==> src/core/placeholder_none.sv <==
// Intentionally empty of logic: no further design units
`timescale 1ns/1ps

==> src/shared/spi_cmd_pkg.sv <==
// Constants, types and the operation summary for the subsystem command decoder
package spi_cmd_pkg;

  localparam int CFG_BYTES      = 10;
  localparam int TXA_BYTES      = 4;
  localparam int PAY_BYTES      = 32;
  localparam int ADC_CFG_BYTES  = 3;
  localparam int ADC_RES_BYTES  = 2;
  localparam int ADC_RSVD_BYTE  = 2;
  localparam int FIFO_DEPTH     = 4;

  localparam logic [3:0] OP_WR_CFG   = 4'h0;
  localparam logic [3:0] OP_RD_CFG   = 4'h1;
  localparam logic [7:0] OP_WR_TXP   = 8'h20;
  localparam logic [7:0] OP_RD_TXP   = 8'h21;
  localparam logic [7:0] OP_WR_TXA   = 8'h22;
  localparam logic [7:0] OP_RD_TXA   = 8'h23;
  localparam logic [7:0] OP_RD_RXP   = 8'h24;
  localparam logic [6:0] OP_RD_ADC   = 7'h20;
  localparam logic [7:0] OP_WR_ADC   = 8'h44;
  localparam logic [7:0] OP_RD_ADC_C = 8'h46;
  localparam logic [3:0] OP_CHAN     = 4'h8;
  localparam logic [3:0] OP_CONV     = 4'hc;

  // Channel command fields inside setup byte 1
  localparam int CHAN_MSB_POS = 0;
  localparam int BAND_POS     = 1;
  localparam int PWR_LSB_POS  = 2;
  localparam int CHAN_FLD_W   = 4;

  localparam logic [7:0] BYTE_RESET   = 8'h00;
  localparam logic [3:0] SRC_RESET    = 4'h0;

  typedef enum logic [2:0] {
    TGT_CFG  = 3'h0,
    TGT_TXA  = 3'h1,
    TGT_TXP  = 3'h2,
    TGT_ADC  = 3'h3,
    TGT_CHAN = 3'h4,
    TGT_RXP  = 3'h5,
    TGT_RES  = 3'h6
  } target_t;

  typedef enum logic [5:0] {
    ST_IDLE   = 6'b000001,
    ST_CMD    = 6'b000010,
    ST_WRITE  = 6'b000100,
    ST_READ   = 6'b001000,
    ST_CHAN   = 6'b010000,
    ST_IGNORE = 6'b100000
  } state_t;

  typedef struct packed {
    target_t    target;
    logic [5:0] index;
    logic [3:0] nibble;
    logic [7:0] data;
  } store_entry_t;

  typedef struct packed {
    logic       valid;
    logic       write;
    logic       chan;
    logic       conv;
    target_t    target;
    logic [5:0] start;
  } op_info_t;

  localparam int ENTRY_W = $bits(store_entry_t);

endpackage : spi_cmd_pkg

==> src/core/spi_cmd_decoder.sv <==
// Serial command decoder for the radio and converter subsystem registers
`timescale 1ns/1ps
module spi_cmd_decoder
  import spi_cmd_pkg::*;
#(
  parameter int N_CFG  = CFG_BYTES,
  parameter int N_TXA  = TXA_BYTES,
  parameter int N_PAY  = PAY_BYTES,
  parameter int N_ADCC = ADC_CFG_BYTES,
  parameter int DEPTH  = FIFO_DEPTH
) (
  input  wire logic                   i_sys_clk,
  input  wire logic                   i_reset_n,
  input  wire logic                   i_sck,
  input  wire logic                   i_mosi,
  input  wire logic                   i_csn,
  output logic                        o_miso,
  output logic                        o_miso_oe,
  input  wire logic [7:0]             i_status,
  input  wire logic [N_PAY-1:0][7:0]  i_rx_payload,
  input  wire logic [ADC_RES_BYTES-1:0][7:0] i_converter_result,
  input  wire logic                   i_store_hold,
  output logic                        o_store_ready,
  output logic [N_CFG-1:0][7:0]       o_radio_setup,
  output logic [N_TXA-1:0][7:0]       o_tx_address,
  output logic [N_PAY-1:0][7:0]       o_tx_payload,
  output logic [N_ADCC-1:0][7:0]      o_converter_setup,
  output logic [3:0]                  o_converter_source_select,
  output logic                        o_convert_start
);

  state_t       state_reg;
  logic         sck_prev_reg;
  logic         csn_prev_reg;
  logic [6:0]   rx_sh_reg;
  logic [2:0]   bit_cnt_reg;
  logic [7:0]   tx_sh_reg;
  logic [7:0]   next_tx_reg;
  target_t      target_reg;
  logic [5:0]   index_reg;
  logic [3:0]   nibble_reg;
  logic         push_valid_reg;
  store_entry_t push_entry_reg;
  logic         conv_pending_reg;

  logic         cs_fall;
  logic         cs_rise;
  logic         sck_rise;
  logic         sck_fall;
  logic         byte_done;
  logic [7:0]   byte_val;
  op_info_t     op;
  logic         fifo_in_ready;
  logic         fifo_out_valid;
  logic [ENTRY_W-1:0] fifo_out_bits;
  store_entry_t drain;
  logic         drain_fire;

  assign cs_fall   = csn_prev_reg & ~i_csn;
  assign cs_rise   = ~csn_prev_reg & i_csn;
  assign sck_rise  = ~sck_prev_reg & i_sck & ~i_csn;
  assign sck_fall  = sck_prev_reg & ~i_sck & ~i_csn;
  assign byte_done = sck_rise && (bit_cnt_reg == 3'h7);
  assign byte_val  = {rx_sh_reg, i_mosi};
  assign op        = decode_opcode(byte_val);

  function automatic op_info_t decode_opcode(input logic [7:0] b);
    op_info_t r;
    r = '{valid: 1'b1, write: 1'b0, chan: 1'b0, conv: 1'b0, target: TGT_CFG, start: 6'h00};
    if (b[7:4] == OP_WR_CFG) begin
      r.write = 1'b1;
      r.start = {2'b00, b[3:0]};
    end else if (b[7:4] == OP_RD_CFG) begin
      r.start = {2'b00, b[3:0]};
    end else if (b == OP_WR_TXP) begin
      r.write  = 1'b1;
      r.target = TGT_TXP;
    end else if (b == OP_RD_TXP) begin
      r.target = TGT_TXP;
    end else if (b == OP_WR_TXA) begin
      r.write  = 1'b1;
      r.target = TGT_TXA;
    end else if (b == OP_RD_TXA) begin
      r.target = TGT_TXA;
    end else if (b == OP_RD_RXP) begin
      r.target = TGT_RXP;
    end else if (b[7:1] == OP_RD_ADC) begin
      r.target = TGT_RES;
      r.start  = {5'h00, b[0]};
    end else if (b == OP_WR_ADC) begin
      r.write  = 1'b1;
      r.target = TGT_ADC;
    end else if (b == OP_RD_ADC_C) begin
      r.target = TGT_ADC;
    end else if (b[7:4] == OP_CHAN) begin
      r.chan   = 1'b1;
      r.target = TGT_CHAN;
    end else if (b[7:4] == OP_CONV) begin
      r.conv = 1'b1;
    end else begin
      r.valid = 1'b0;
    end
    return r;
  endfunction : decode_opcode

  // Bytes past the end of a register read back as zero rather than wrapping, except the converter result, which wraps on index bit 0
  function automatic logic [7:0] read_byte(input target_t t, input logic [5:0] i);
    logic [7:0] r;
    r = BYTE_RESET;
    unique case (t)
      TGT_CFG:  if (int'(i) < N_CFG) r = o_radio_setup[i];
      TGT_TXA:  if (int'(i) < N_TXA) r = o_tx_address[i];
      TGT_TXP:  if (int'(i) < N_PAY) r = o_tx_payload[i];
      TGT_RXP:  if (int'(i) < N_PAY) r = i_rx_payload[i];
      TGT_ADC:  if (int'(i) < N_ADCC && int'(i) != ADC_RSVD_BYTE) r = o_converter_setup[i];
      TGT_RES:  r = i_converter_result[i[0]];
      TGT_CHAN: r = BYTE_RESET;
    endcase
    return r;
  endfunction : read_byte

  always_ff @(posedge i_sys_clk or negedge i_reset_n) begin
    if (!i_reset_n) begin
      sck_prev_reg <= 1'b0;
      csn_prev_reg <= 1'b1;
    end else begin
      sck_prev_reg <= i_sck;
      csn_prev_reg <= i_csn;
    end
  end

  // Bit counter restarts with every frame, so a cut-short byte never completes
  always_ff @(posedge i_sys_clk or negedge i_reset_n) begin
    if (!i_reset_n) begin
      rx_sh_reg   <= '0;
      bit_cnt_reg <= '0;
    end else if (i_csn || cs_fall) begin
      bit_cnt_reg <= '0;
    end else if (sck_rise) begin
      rx_sh_reg   <= byte_val[6:0];
      bit_cnt_reg <= bit_cnt_reg + 3'h1;
    end
  end

  always_ff @(posedge i_sys_clk or negedge i_reset_n) begin
    if (!i_reset_n) begin
      state_reg  <= ST_IDLE;
      target_reg <= TGT_CFG;
      index_reg  <= '0;
      nibble_reg <= '0;
    end else if (cs_fall) begin
      state_reg <= ST_CMD;
    end else if (i_csn) begin
      state_reg <= ST_IDLE;
    end else if (byte_done) begin
      unique case (state_reg)
        ST_CMD: begin
          target_reg <= op.target;
          index_reg  <= op.start + (op.write ? 6'h00 : 6'h01);
          nibble_reg <= byte_val[3:0];
          if (!op.valid || op.conv) begin
            state_reg <= ST_IGNORE;
          end else if (op.chan) begin
            state_reg <= ST_CHAN;
          end else if (op.write) begin
            state_reg <= ST_WRITE;
          end else begin
            state_reg <= ST_READ;
          end
        end
        ST_WRITE, ST_READ: begin
          index_reg <= index_reg + 6'h01;
        end
        ST_CHAN: begin
          state_reg <= ST_IGNORE;
        end
        ST_IDLE, ST_IGNORE: begin
          state_reg <= state_reg;
        end
      endcase
    end
  end

  // Next read byte is fetched at byte end, half a clock ahead of its first bit
  always_ff @(posedge i_sys_clk or negedge i_reset_n) begin
    if (!i_reset_n) begin
      tx_sh_reg   <= BYTE_RESET;
      next_tx_reg <= BYTE_RESET;
    end else if (cs_fall) begin
      tx_sh_reg <= i_status;
    end else begin
      if (byte_done) begin
        if (state_reg == ST_CMD && op.valid && !op.write && !op.chan && !op.conv) begin
          next_tx_reg <= read_byte(op.target, op.start);
        end else if (state_reg == ST_READ) begin
          next_tx_reg <= read_byte(target_reg, index_reg);
        end else begin
          next_tx_reg <= BYTE_RESET;
        end
      end
      if (sck_fall) begin
        if (bit_cnt_reg == 3'h0) begin
          tx_sh_reg <= next_tx_reg;
        end else begin
          tx_sh_reg <= {tx_sh_reg[6:0], 1'b0};
        end
      end
    end
  end

  always_ff @(posedge i_sys_clk or negedge i_reset_n) begin
    if (!i_reset_n) begin
      o_miso    <= 1'b0;
      o_miso_oe <= 1'b0;
    end else begin
      o_miso    <= cs_fall ? i_status[7] : (sck_fall && bit_cnt_reg == 3'h0) ? next_tx_reg[7] :
                   sck_fall ? tx_sh_reg[6] : tx_sh_reg[7];
      o_miso_oe <= ~i_csn;
    end
  end

  // Written bytes queue toward storage; full queue drops the byte
  always_ff @(posedge i_sys_clk or negedge i_reset_n) begin
    if (!i_reset_n) begin
      push_valid_reg <= 1'b0;
      push_entry_reg <= '0;
    end else begin
      push_valid_reg <= byte_done && !i_csn && (state_reg == ST_WRITE || state_reg == ST_CHAN);
      if (byte_done) begin
        push_entry_reg <= '{target: target_reg, index: index_reg, nibble: nibble_reg, data: byte_val};
      end
    end
  end

  store_fifo #(
    .WIDTH (ENTRY_W),
    .DEPTH (DEPTH)
  ) u_store_fifo (
    .i_sys_clk   (i_sys_clk),
    .i_reset_n   (i_reset_n),
    .i_in_valid  (push_valid_reg),
    .o_in_ready  (fifo_in_ready),
    .i_in_data   (push_entry_reg),
    .o_out_valid (fifo_out_valid),
    .i_out_ready (~i_store_hold),
    .o_out_data  (fifo_out_bits)
  );

  assign drain      = store_entry_t'(fifo_out_bits);
  assign drain_fire = fifo_out_valid & ~i_store_hold;

  always_ff @(posedge i_sys_clk or negedge i_reset_n) begin
    if (!i_reset_n) begin
      o_store_ready <= 1'b1;
    end else begin
      o_store_ready <= fifo_in_ready;
    end
  end

  always_ff @(posedge i_sys_clk or negedge i_reset_n) begin
    if (!i_reset_n) begin
      o_radio_setup     <= '0;
      o_tx_address      <= '0;
      o_tx_payload      <= '0;
      o_converter_setup <= '0;
    end else if (drain_fire) begin
      unique case (drain.target)
        TGT_CFG: if (int'(drain.index) < N_CFG) o_radio_setup[drain.index] <= drain.data;
        TGT_TXA: if (int'(drain.index) < N_TXA) o_tx_address[drain.index] <= drain.data;
        TGT_TXP: if (int'(drain.index) < N_PAY) o_tx_payload[drain.index] <= drain.data;
        TGT_ADC: if (int'(drain.index) < N_ADCC && int'(drain.index) != ADC_RSVD_BYTE)
          o_converter_setup[drain.index] <= drain.data;
        TGT_CHAN: begin
          o_radio_setup[0] <= drain.data;
          o_radio_setup[1][PWR_LSB_POS+1:CHAN_MSB_POS] <= drain.nibble[CHAN_FLD_W-1:0];
        end
        TGT_RXP, TGT_RES: begin
          o_radio_setup <= o_radio_setup;
        end
      endcase
    end
  end

  // Start is held until select rises so the converter sees a closed frame
  always_ff @(posedge i_sys_clk or negedge i_reset_n) begin
    if (!i_reset_n) begin
      conv_pending_reg          <= 1'b0;
      o_converter_source_select <= SRC_RESET;
      o_convert_start           <= 1'b0;
    end else begin
      o_convert_start <= cs_rise & conv_pending_reg;
      if (byte_done && state_reg == ST_CMD && op.conv) begin
        o_converter_source_select <= byte_val[3:0];
        conv_pending_reg          <= 1'b1;
      end else if (cs_rise) begin
        conv_pending_reg <= 1'b0;
      end
    end
  end

endmodule : spi_cmd_decoder

==> src/core/store_fifo.sv <==
// Small flip-flop FIFO between the serial decoder and register storage
`timescale 1ns/1ps
module store_fifo #(
  parameter int WIDTH = 8,
  parameter int DEPTH = 4
) (
  input  wire logic             i_sys_clk,
  input  wire logic             i_reset_n,
  input  wire logic             i_in_valid,
  output logic                  o_in_ready,
  input  wire logic [WIDTH-1:0] i_in_data,
  output logic                  o_out_valid,
  input  wire logic             i_out_ready,
  output logic      [WIDTH-1:0] o_out_data
);
  localparam int AW = (DEPTH > 1) ? $clog2(DEPTH) : 1;
  localparam logic [AW:0]   CNT_FULL = (AW+1)'(DEPTH);
  localparam logic [AW-1:0] PTR_LAST = AW'(DEPTH - 1);

  logic [WIDTH-1:0] mem_reg [DEPTH];
  logic [AW-1:0]    wr_ptr_reg;
  logic [AW-1:0]    rd_ptr_reg;
  logic [AW:0]      count_reg;
  logic             push;
  logic             pop;

  assign o_in_ready  = (count_reg != CNT_FULL);
  assign o_out_valid = (count_reg != '0);
  assign o_out_data  = mem_reg[rd_ptr_reg];
  assign push        = i_in_valid & o_in_ready;
  assign pop         = o_out_valid & i_out_ready;

  always_ff @(posedge i_sys_clk) begin
    if (push) begin
      mem_reg[wr_ptr_reg] <= i_in_data;
    end
  end

  always_ff @(posedge i_sys_clk or negedge i_reset_n) begin
    if (!i_reset_n) begin
      wr_ptr_reg <= '0;
      rd_ptr_reg <= '0;
      count_reg  <= '0;
    end else begin
      if (push) begin
        wr_ptr_reg <= (wr_ptr_reg == PTR_LAST) ? '0 : wr_ptr_reg + 1'b1;
      end
      if (pop) begin
        rd_ptr_reg <= (rd_ptr_reg == PTR_LAST) ? '0 : rd_ptr_reg + 1'b1;
      end
      if (push && !pop) begin
        count_reg <= count_reg + 1'b1;
      end else if (pop && !push) begin
        count_reg <= count_reg - 1'b1;
      end
    end
  end

endmodule : store_fifo

==> config.mk <==
export PLATFORM = sky130hd
export DESIGN_NAME = spi_cmd_decoder
export DESIGN_NICKNAME = d
export VERILOG_FILES = /design/src/core/placeholder_none.sv /design/src/shared/spi_cmd_pkg.sv /design/src/core/spi_cmd_decoder.sv /design/src/core/store_fifo.sv
export SDC_FILE = /design/constraint.sdc
export NUM_CORES = 1
export LEC_CHECK = 0
export BUFFER_PORTS_ARGS = -buffer_cell sky130_fd_sc_hd__buf_2
export CORE_ASPECT_RATIO = 0.5
export CORE_MARGIN = 3
export CORE_UTILIZATION = 28
export CTS_CLUSTER_DIAMETER = 30
export CTS_CLUSTER_SIZE = 40
export DETAILED_ROUTE_END_ITERATION = 8
export PLACE_DENSITY = 0.56
export REMOVE_ABC_BUFFERS = 1
export SLEW_MARGIN = 20
export SYNTH_ARGS = -nofsm -noshare
export SYNTH_HDL_FRONTEND = slang
export SYNTH_SLANG_ARGS = --single-unit
==> constraint.sdc <==
create_clock -name i_sys_clk -period 4 [get_ports i_sys_clk]
set_clock_uncertainty 0.15 [all_clocks]
set_input_delay 1.2 -clock i_sys_clk [delete_from_list [all_inputs] [get_ports i_sys_clk]]
set_output_delay 1.2 -clock i_sys_clk [all_outputs]
set_load 0.01 [all_outputs]
==> results.rst <==
.. list-table::
   :header-rows: 1

   * - Metric
     - Value
   * - Post-synth cell types
     - 76
   * - Crit path top cell by count
     - buf_4
   * - Worst hold slack
     - between 0.2 and 0.3 ns
   * - Tot GR Track Use
     - between 20% and 30%
   * - Crit path max-delay family
     - simple AND/OR/NAND/NOR gates
   * - Post-synthesis async set-or-reset flop share
     - 85.0%
   * - Final Routed Wirelength
     - 141,000 um
   * - Post-detailed-route count of antenna-violating nets
     - 0
   * - Biggest cell delay along the critical path
     - 0.61 ns
   * - Hold path startpoint
     - o_converter_setup[20]
   * - Fraction of final layout cells sized beyond drive strength 1
     - 53.4%
   * - Required time at the endpoint of the critical path
     - roughly 4.4 ns
   * - Number of violations of the max-capacitance limit
     - 0
   * - Number of H-tree levels
     - 3
   * - Total setup violations reported at the end of the flow
     - 0
   * - Placement row count
     - 83
   * - Final weighted congestion of routability-driven global placement
     - 0.969
   * - Overall overflow remaining after global route
     - 0
   * - Boundary Pins
     - 686
   * - Count of buffers added by post-CTS timing repair for setup
     - 0
   * - Ordered list of cells on the worst path
     - buf_4 > mux4_2 > nor4_1 > buf_4 > and2_1 > buf_4 > nand2_2 > buf_12 > nor2_2 > mux2_2
   * - Peak Freq
     - approximately 0.28 GHz
   * - Number of cells on the worst hold path
     - 0
   * - Detailed-placement wirelength estimate
     - 107,000 um
   * - Synthesized netlist cell count
     - between 2,000 and 2,500
   * - RSZ-0062 raised after global routing
     - no
   * - Leading area contributor after synthesis
     - dfrtp_1
   * - Cell with the biggest individual delay on the critical path
     - mux4_2
   * - CP max FO
     - 9
   * - Transition at the pin with the smallest max-transition slack
     - slightly above 1 ns
   * - Cells taking the most area after synthesis
     - dfrtp_1 41%, mux2_2 16%, mux4_2 13%, edfxtp_1 8.6%, nand2_1 2.9%
   * - Status
     - finished clean
   * - Critical path buffers and inverters
     - 4
   * - Max FFs per register
     - 256
   * - Area share of the leading cell type in the synthesized netlist
     - approximately two fifths
   * - Type of the worst setup path
     - reg2reg
   * - Area enclosed by the die boundary
     - 109,000 um2
   * - Portion of the post-synthesis area used by sequential elements
     - 49.4%
   * - R2R cell count
     - 10
   * - Root buffer cell
     - clkbuf_16
   * - Starting density of the core
     - 28.4%
   * - Final cycle utilization of the critical path
     - 89.3%
   * - DRC viols
     - 0
   * - Critical path depth in cells
     - 10
   * - Post-Route Utilization
     - 37.5%
   * - Number of antenna violations at the first check in global routing
     - 17
   * - Slew Viols, Final
     - 0
   * - Mean Syn Cell Area
     - between 10 and 15 um2
   * - Kind of start point of the critical path
     - flip-flop
   * - Total number of yosys warnings
     - 0
   * - Clock latency at the later pin of the worst-skew pair
     - 0.71 ns
   * - Clock tree from TritonCTS
     - done
   * - Fin area
     - 38,600 um2
   * - Most common cell after layout, fill and taps aside
     - buf_2
   * - Die Span Y
     - 235 um
   * - Number of enable flip-flop cells after synthesis
     - 84
   * - Count of TritonRoute iterations in the first routing pass
     - 5
   * - Nets
     - between 3,000 and 4,000
   * - Total via count in the routed design
     - 24,400
   * - Post-route minimum period
     - 3.57 ns
   * - Area of placed instances
     - around 35,000 um2
   * - Register clock-pin slew on the reported worst setup and hold paths
     - 0.05 ns
   * - Setup ws final
     - 0.429 ns
   * - Number of clock sinks
     - 561
   * - Per-cell via count in the routed design
     - 5.45
   * - Number of buffers added on ports
     - 685
   * - Reg-to-reg slack, setup
     - roughly 0.43 ns
   * - Pwr Density
     - roughly 440 nW/um2
   * - CORE AREA
     - 103,000 um2
   * - Normalized max-slew margin
     - 32.9%
   * - Worst R2R End
     - o_tx_payload[49]
   * - Commonest cells after routing, fill and taps aside
     - 684 x buf_2, 470 x dfrtp_1, 409 x mux2_2, 224 x nand2_1, 168 x mux4_2
   * - Total clock buffers created by CTS
     - 100
   * - Drt wl/cell
     - between 30 and 40 um
   * - Number of cells upsized or downsized after cts
     - 0
   * - # hold bufs at CTS
     - 0
   * - Horizontal die dimension
     - 463 um
   * - Register bit total from synthesis
     - roughly 560
   * - Most used flip-flop cell after synthesis
     - dfrtp_1
   * - Reg2reg start
     - u_store_fifo.rd_ptr_reg[0]
   * - Synth Cell Area
     - 29,300 um2
   * - Pre-CTS setup slack
     - 0.0544 ns
   * - Maximum number of pins on one net before global-route repair
     - 102
   * - Layout overhead on the synthesized area
     - 32.0%
   * - Crit end category
     - flip-flop
   * - Terminating pin of the worst hold path
     - o_converter_setup[20]
   * - Path category of the worst min-delay check
     - reg2reg
   * - Clk buf depth
     - 3
   * - First-pass GRT wire length
     - just under 200,000 um
   * - Final hold violations
     - 0
   * - Vias in the first global route
     - 24,200
   * - Leakage dissipation
     - 0.0180 uW
   * - Arrival time at the worst endpoint
     - 3.97 ns
   * - Worst IR drop on VDD
     - around 310 uV
   * - Starting DRC count in detailed routing
     - roughly 2,500
-- where the power goes --
part           switching, uW  total, uW  leakage, uW  internal [uW]
registers                132       5990      0.00736           5850
clock network           3190       9130      0.00176           5950
logic                   1130       1740      0.00889            608
total                   4450      16900       0.0180          12400
-- logic make-up (layout without fill, tap and decap cells) --
family / count (synthesis) / in the layout / share of synthesized area (%)
XOR/XNOR: 10 / 10 / 0.299
buffers and inverters: 195 / 1019 / 2.71
AO/OA/AOI/OAI: 273 / 273 / 6.17
flip-flops: 561 / 561 / 49.4
AND/OR/NAND/NOR: 527 / 527 / 8.90
adder cells (fa/ha/maj): 14 / 14 / 0.624
multiplexers: 663 / 663 / 31.9
other: 0 / 10 / 0
-- worst max path at each step --
stage,start,endpoint
2_1_floorplan,index_reg[0],next_tx_reg[0]
3_3_place_gp,i_store_hold,o_tx_payload[146]
3_5_place_dp,i_store_hold,o_tx_payload[111]
4_1_cts,u_store_fifo.rd_ptr_reg[0],o_tx_payload[171]
5_1_grt,u_store_fifo.rd_ptr_reg[0],o_tx_payload[170]
6_report,u_store_fifo.rd_ptr_reg[0],o_tx_payload[49]
-- worst register-to-register path: cells and delay by family (launching register included) --
| kind | cells | cell delay (ns) |
|---|---|---|
| buffers and inverters | 4 | 0.79 |
| flip-flops | 1 | 0.35 |
| AND/OR/NAND/NOR | 4 | 1.13 |
| multiplexers | 2 | 1.01 |
-- cells in the mapped netlist (10+ instances only) --
cell and count:
nand4_1 12, a21oi_1 61, o21ai_0 48, dfrtp_1 474, buf_1 28, ha_1 13
inv_1 17, a22oi_1 23, nor2_2 25, o221ai_1 10, mux2i_1 74, mux2_2 409
nor3_1 24, nand2_1 224, a211oi_1 23, nor4_1 14, nor2_1 85, a31oi_1 30
edfxtp_1 84, nor2b_1 23, nand3_1 34, o22ai_1 13, nor2_4 13, buf_2 19
mux4_2 171, and3_1 15, clkbuf_1 125
-- metal layers --
metal / track usage (%) / routed length [um]
met5: 0 / 39
met4: 10.9 / 6280
met3: 5.77 / 10300
met2: 39.6 / 65200
met1: 33.6 / 59200
-- stage by stage --
step | cells | power [uW] | TNS (ns)
floorplan | 2066 | 6840 | -65.89
global placement | 4280 | 7780 | 0
detailed placement | 4280 | 7780 | 0
CTS | 4469 | 16900 | 0
global route | 4475 | 17300 | 0
finish | 4479 | 16900 | 0
-- area by class of cell --
type,count,area [um2]
Timing Repair Buffer,812,4650
Tap cell,1402,1750
Clock inverter,65,891
Fill cell,9980,64500
Antenna cell,10,25.0
Sequential cell,561,14500
Clock buffer,124,2750
Multi-Input combinational cell,1487,14000
Inverter,18,67.6
No activity file was read; power rests on OpenSTA's default activity.
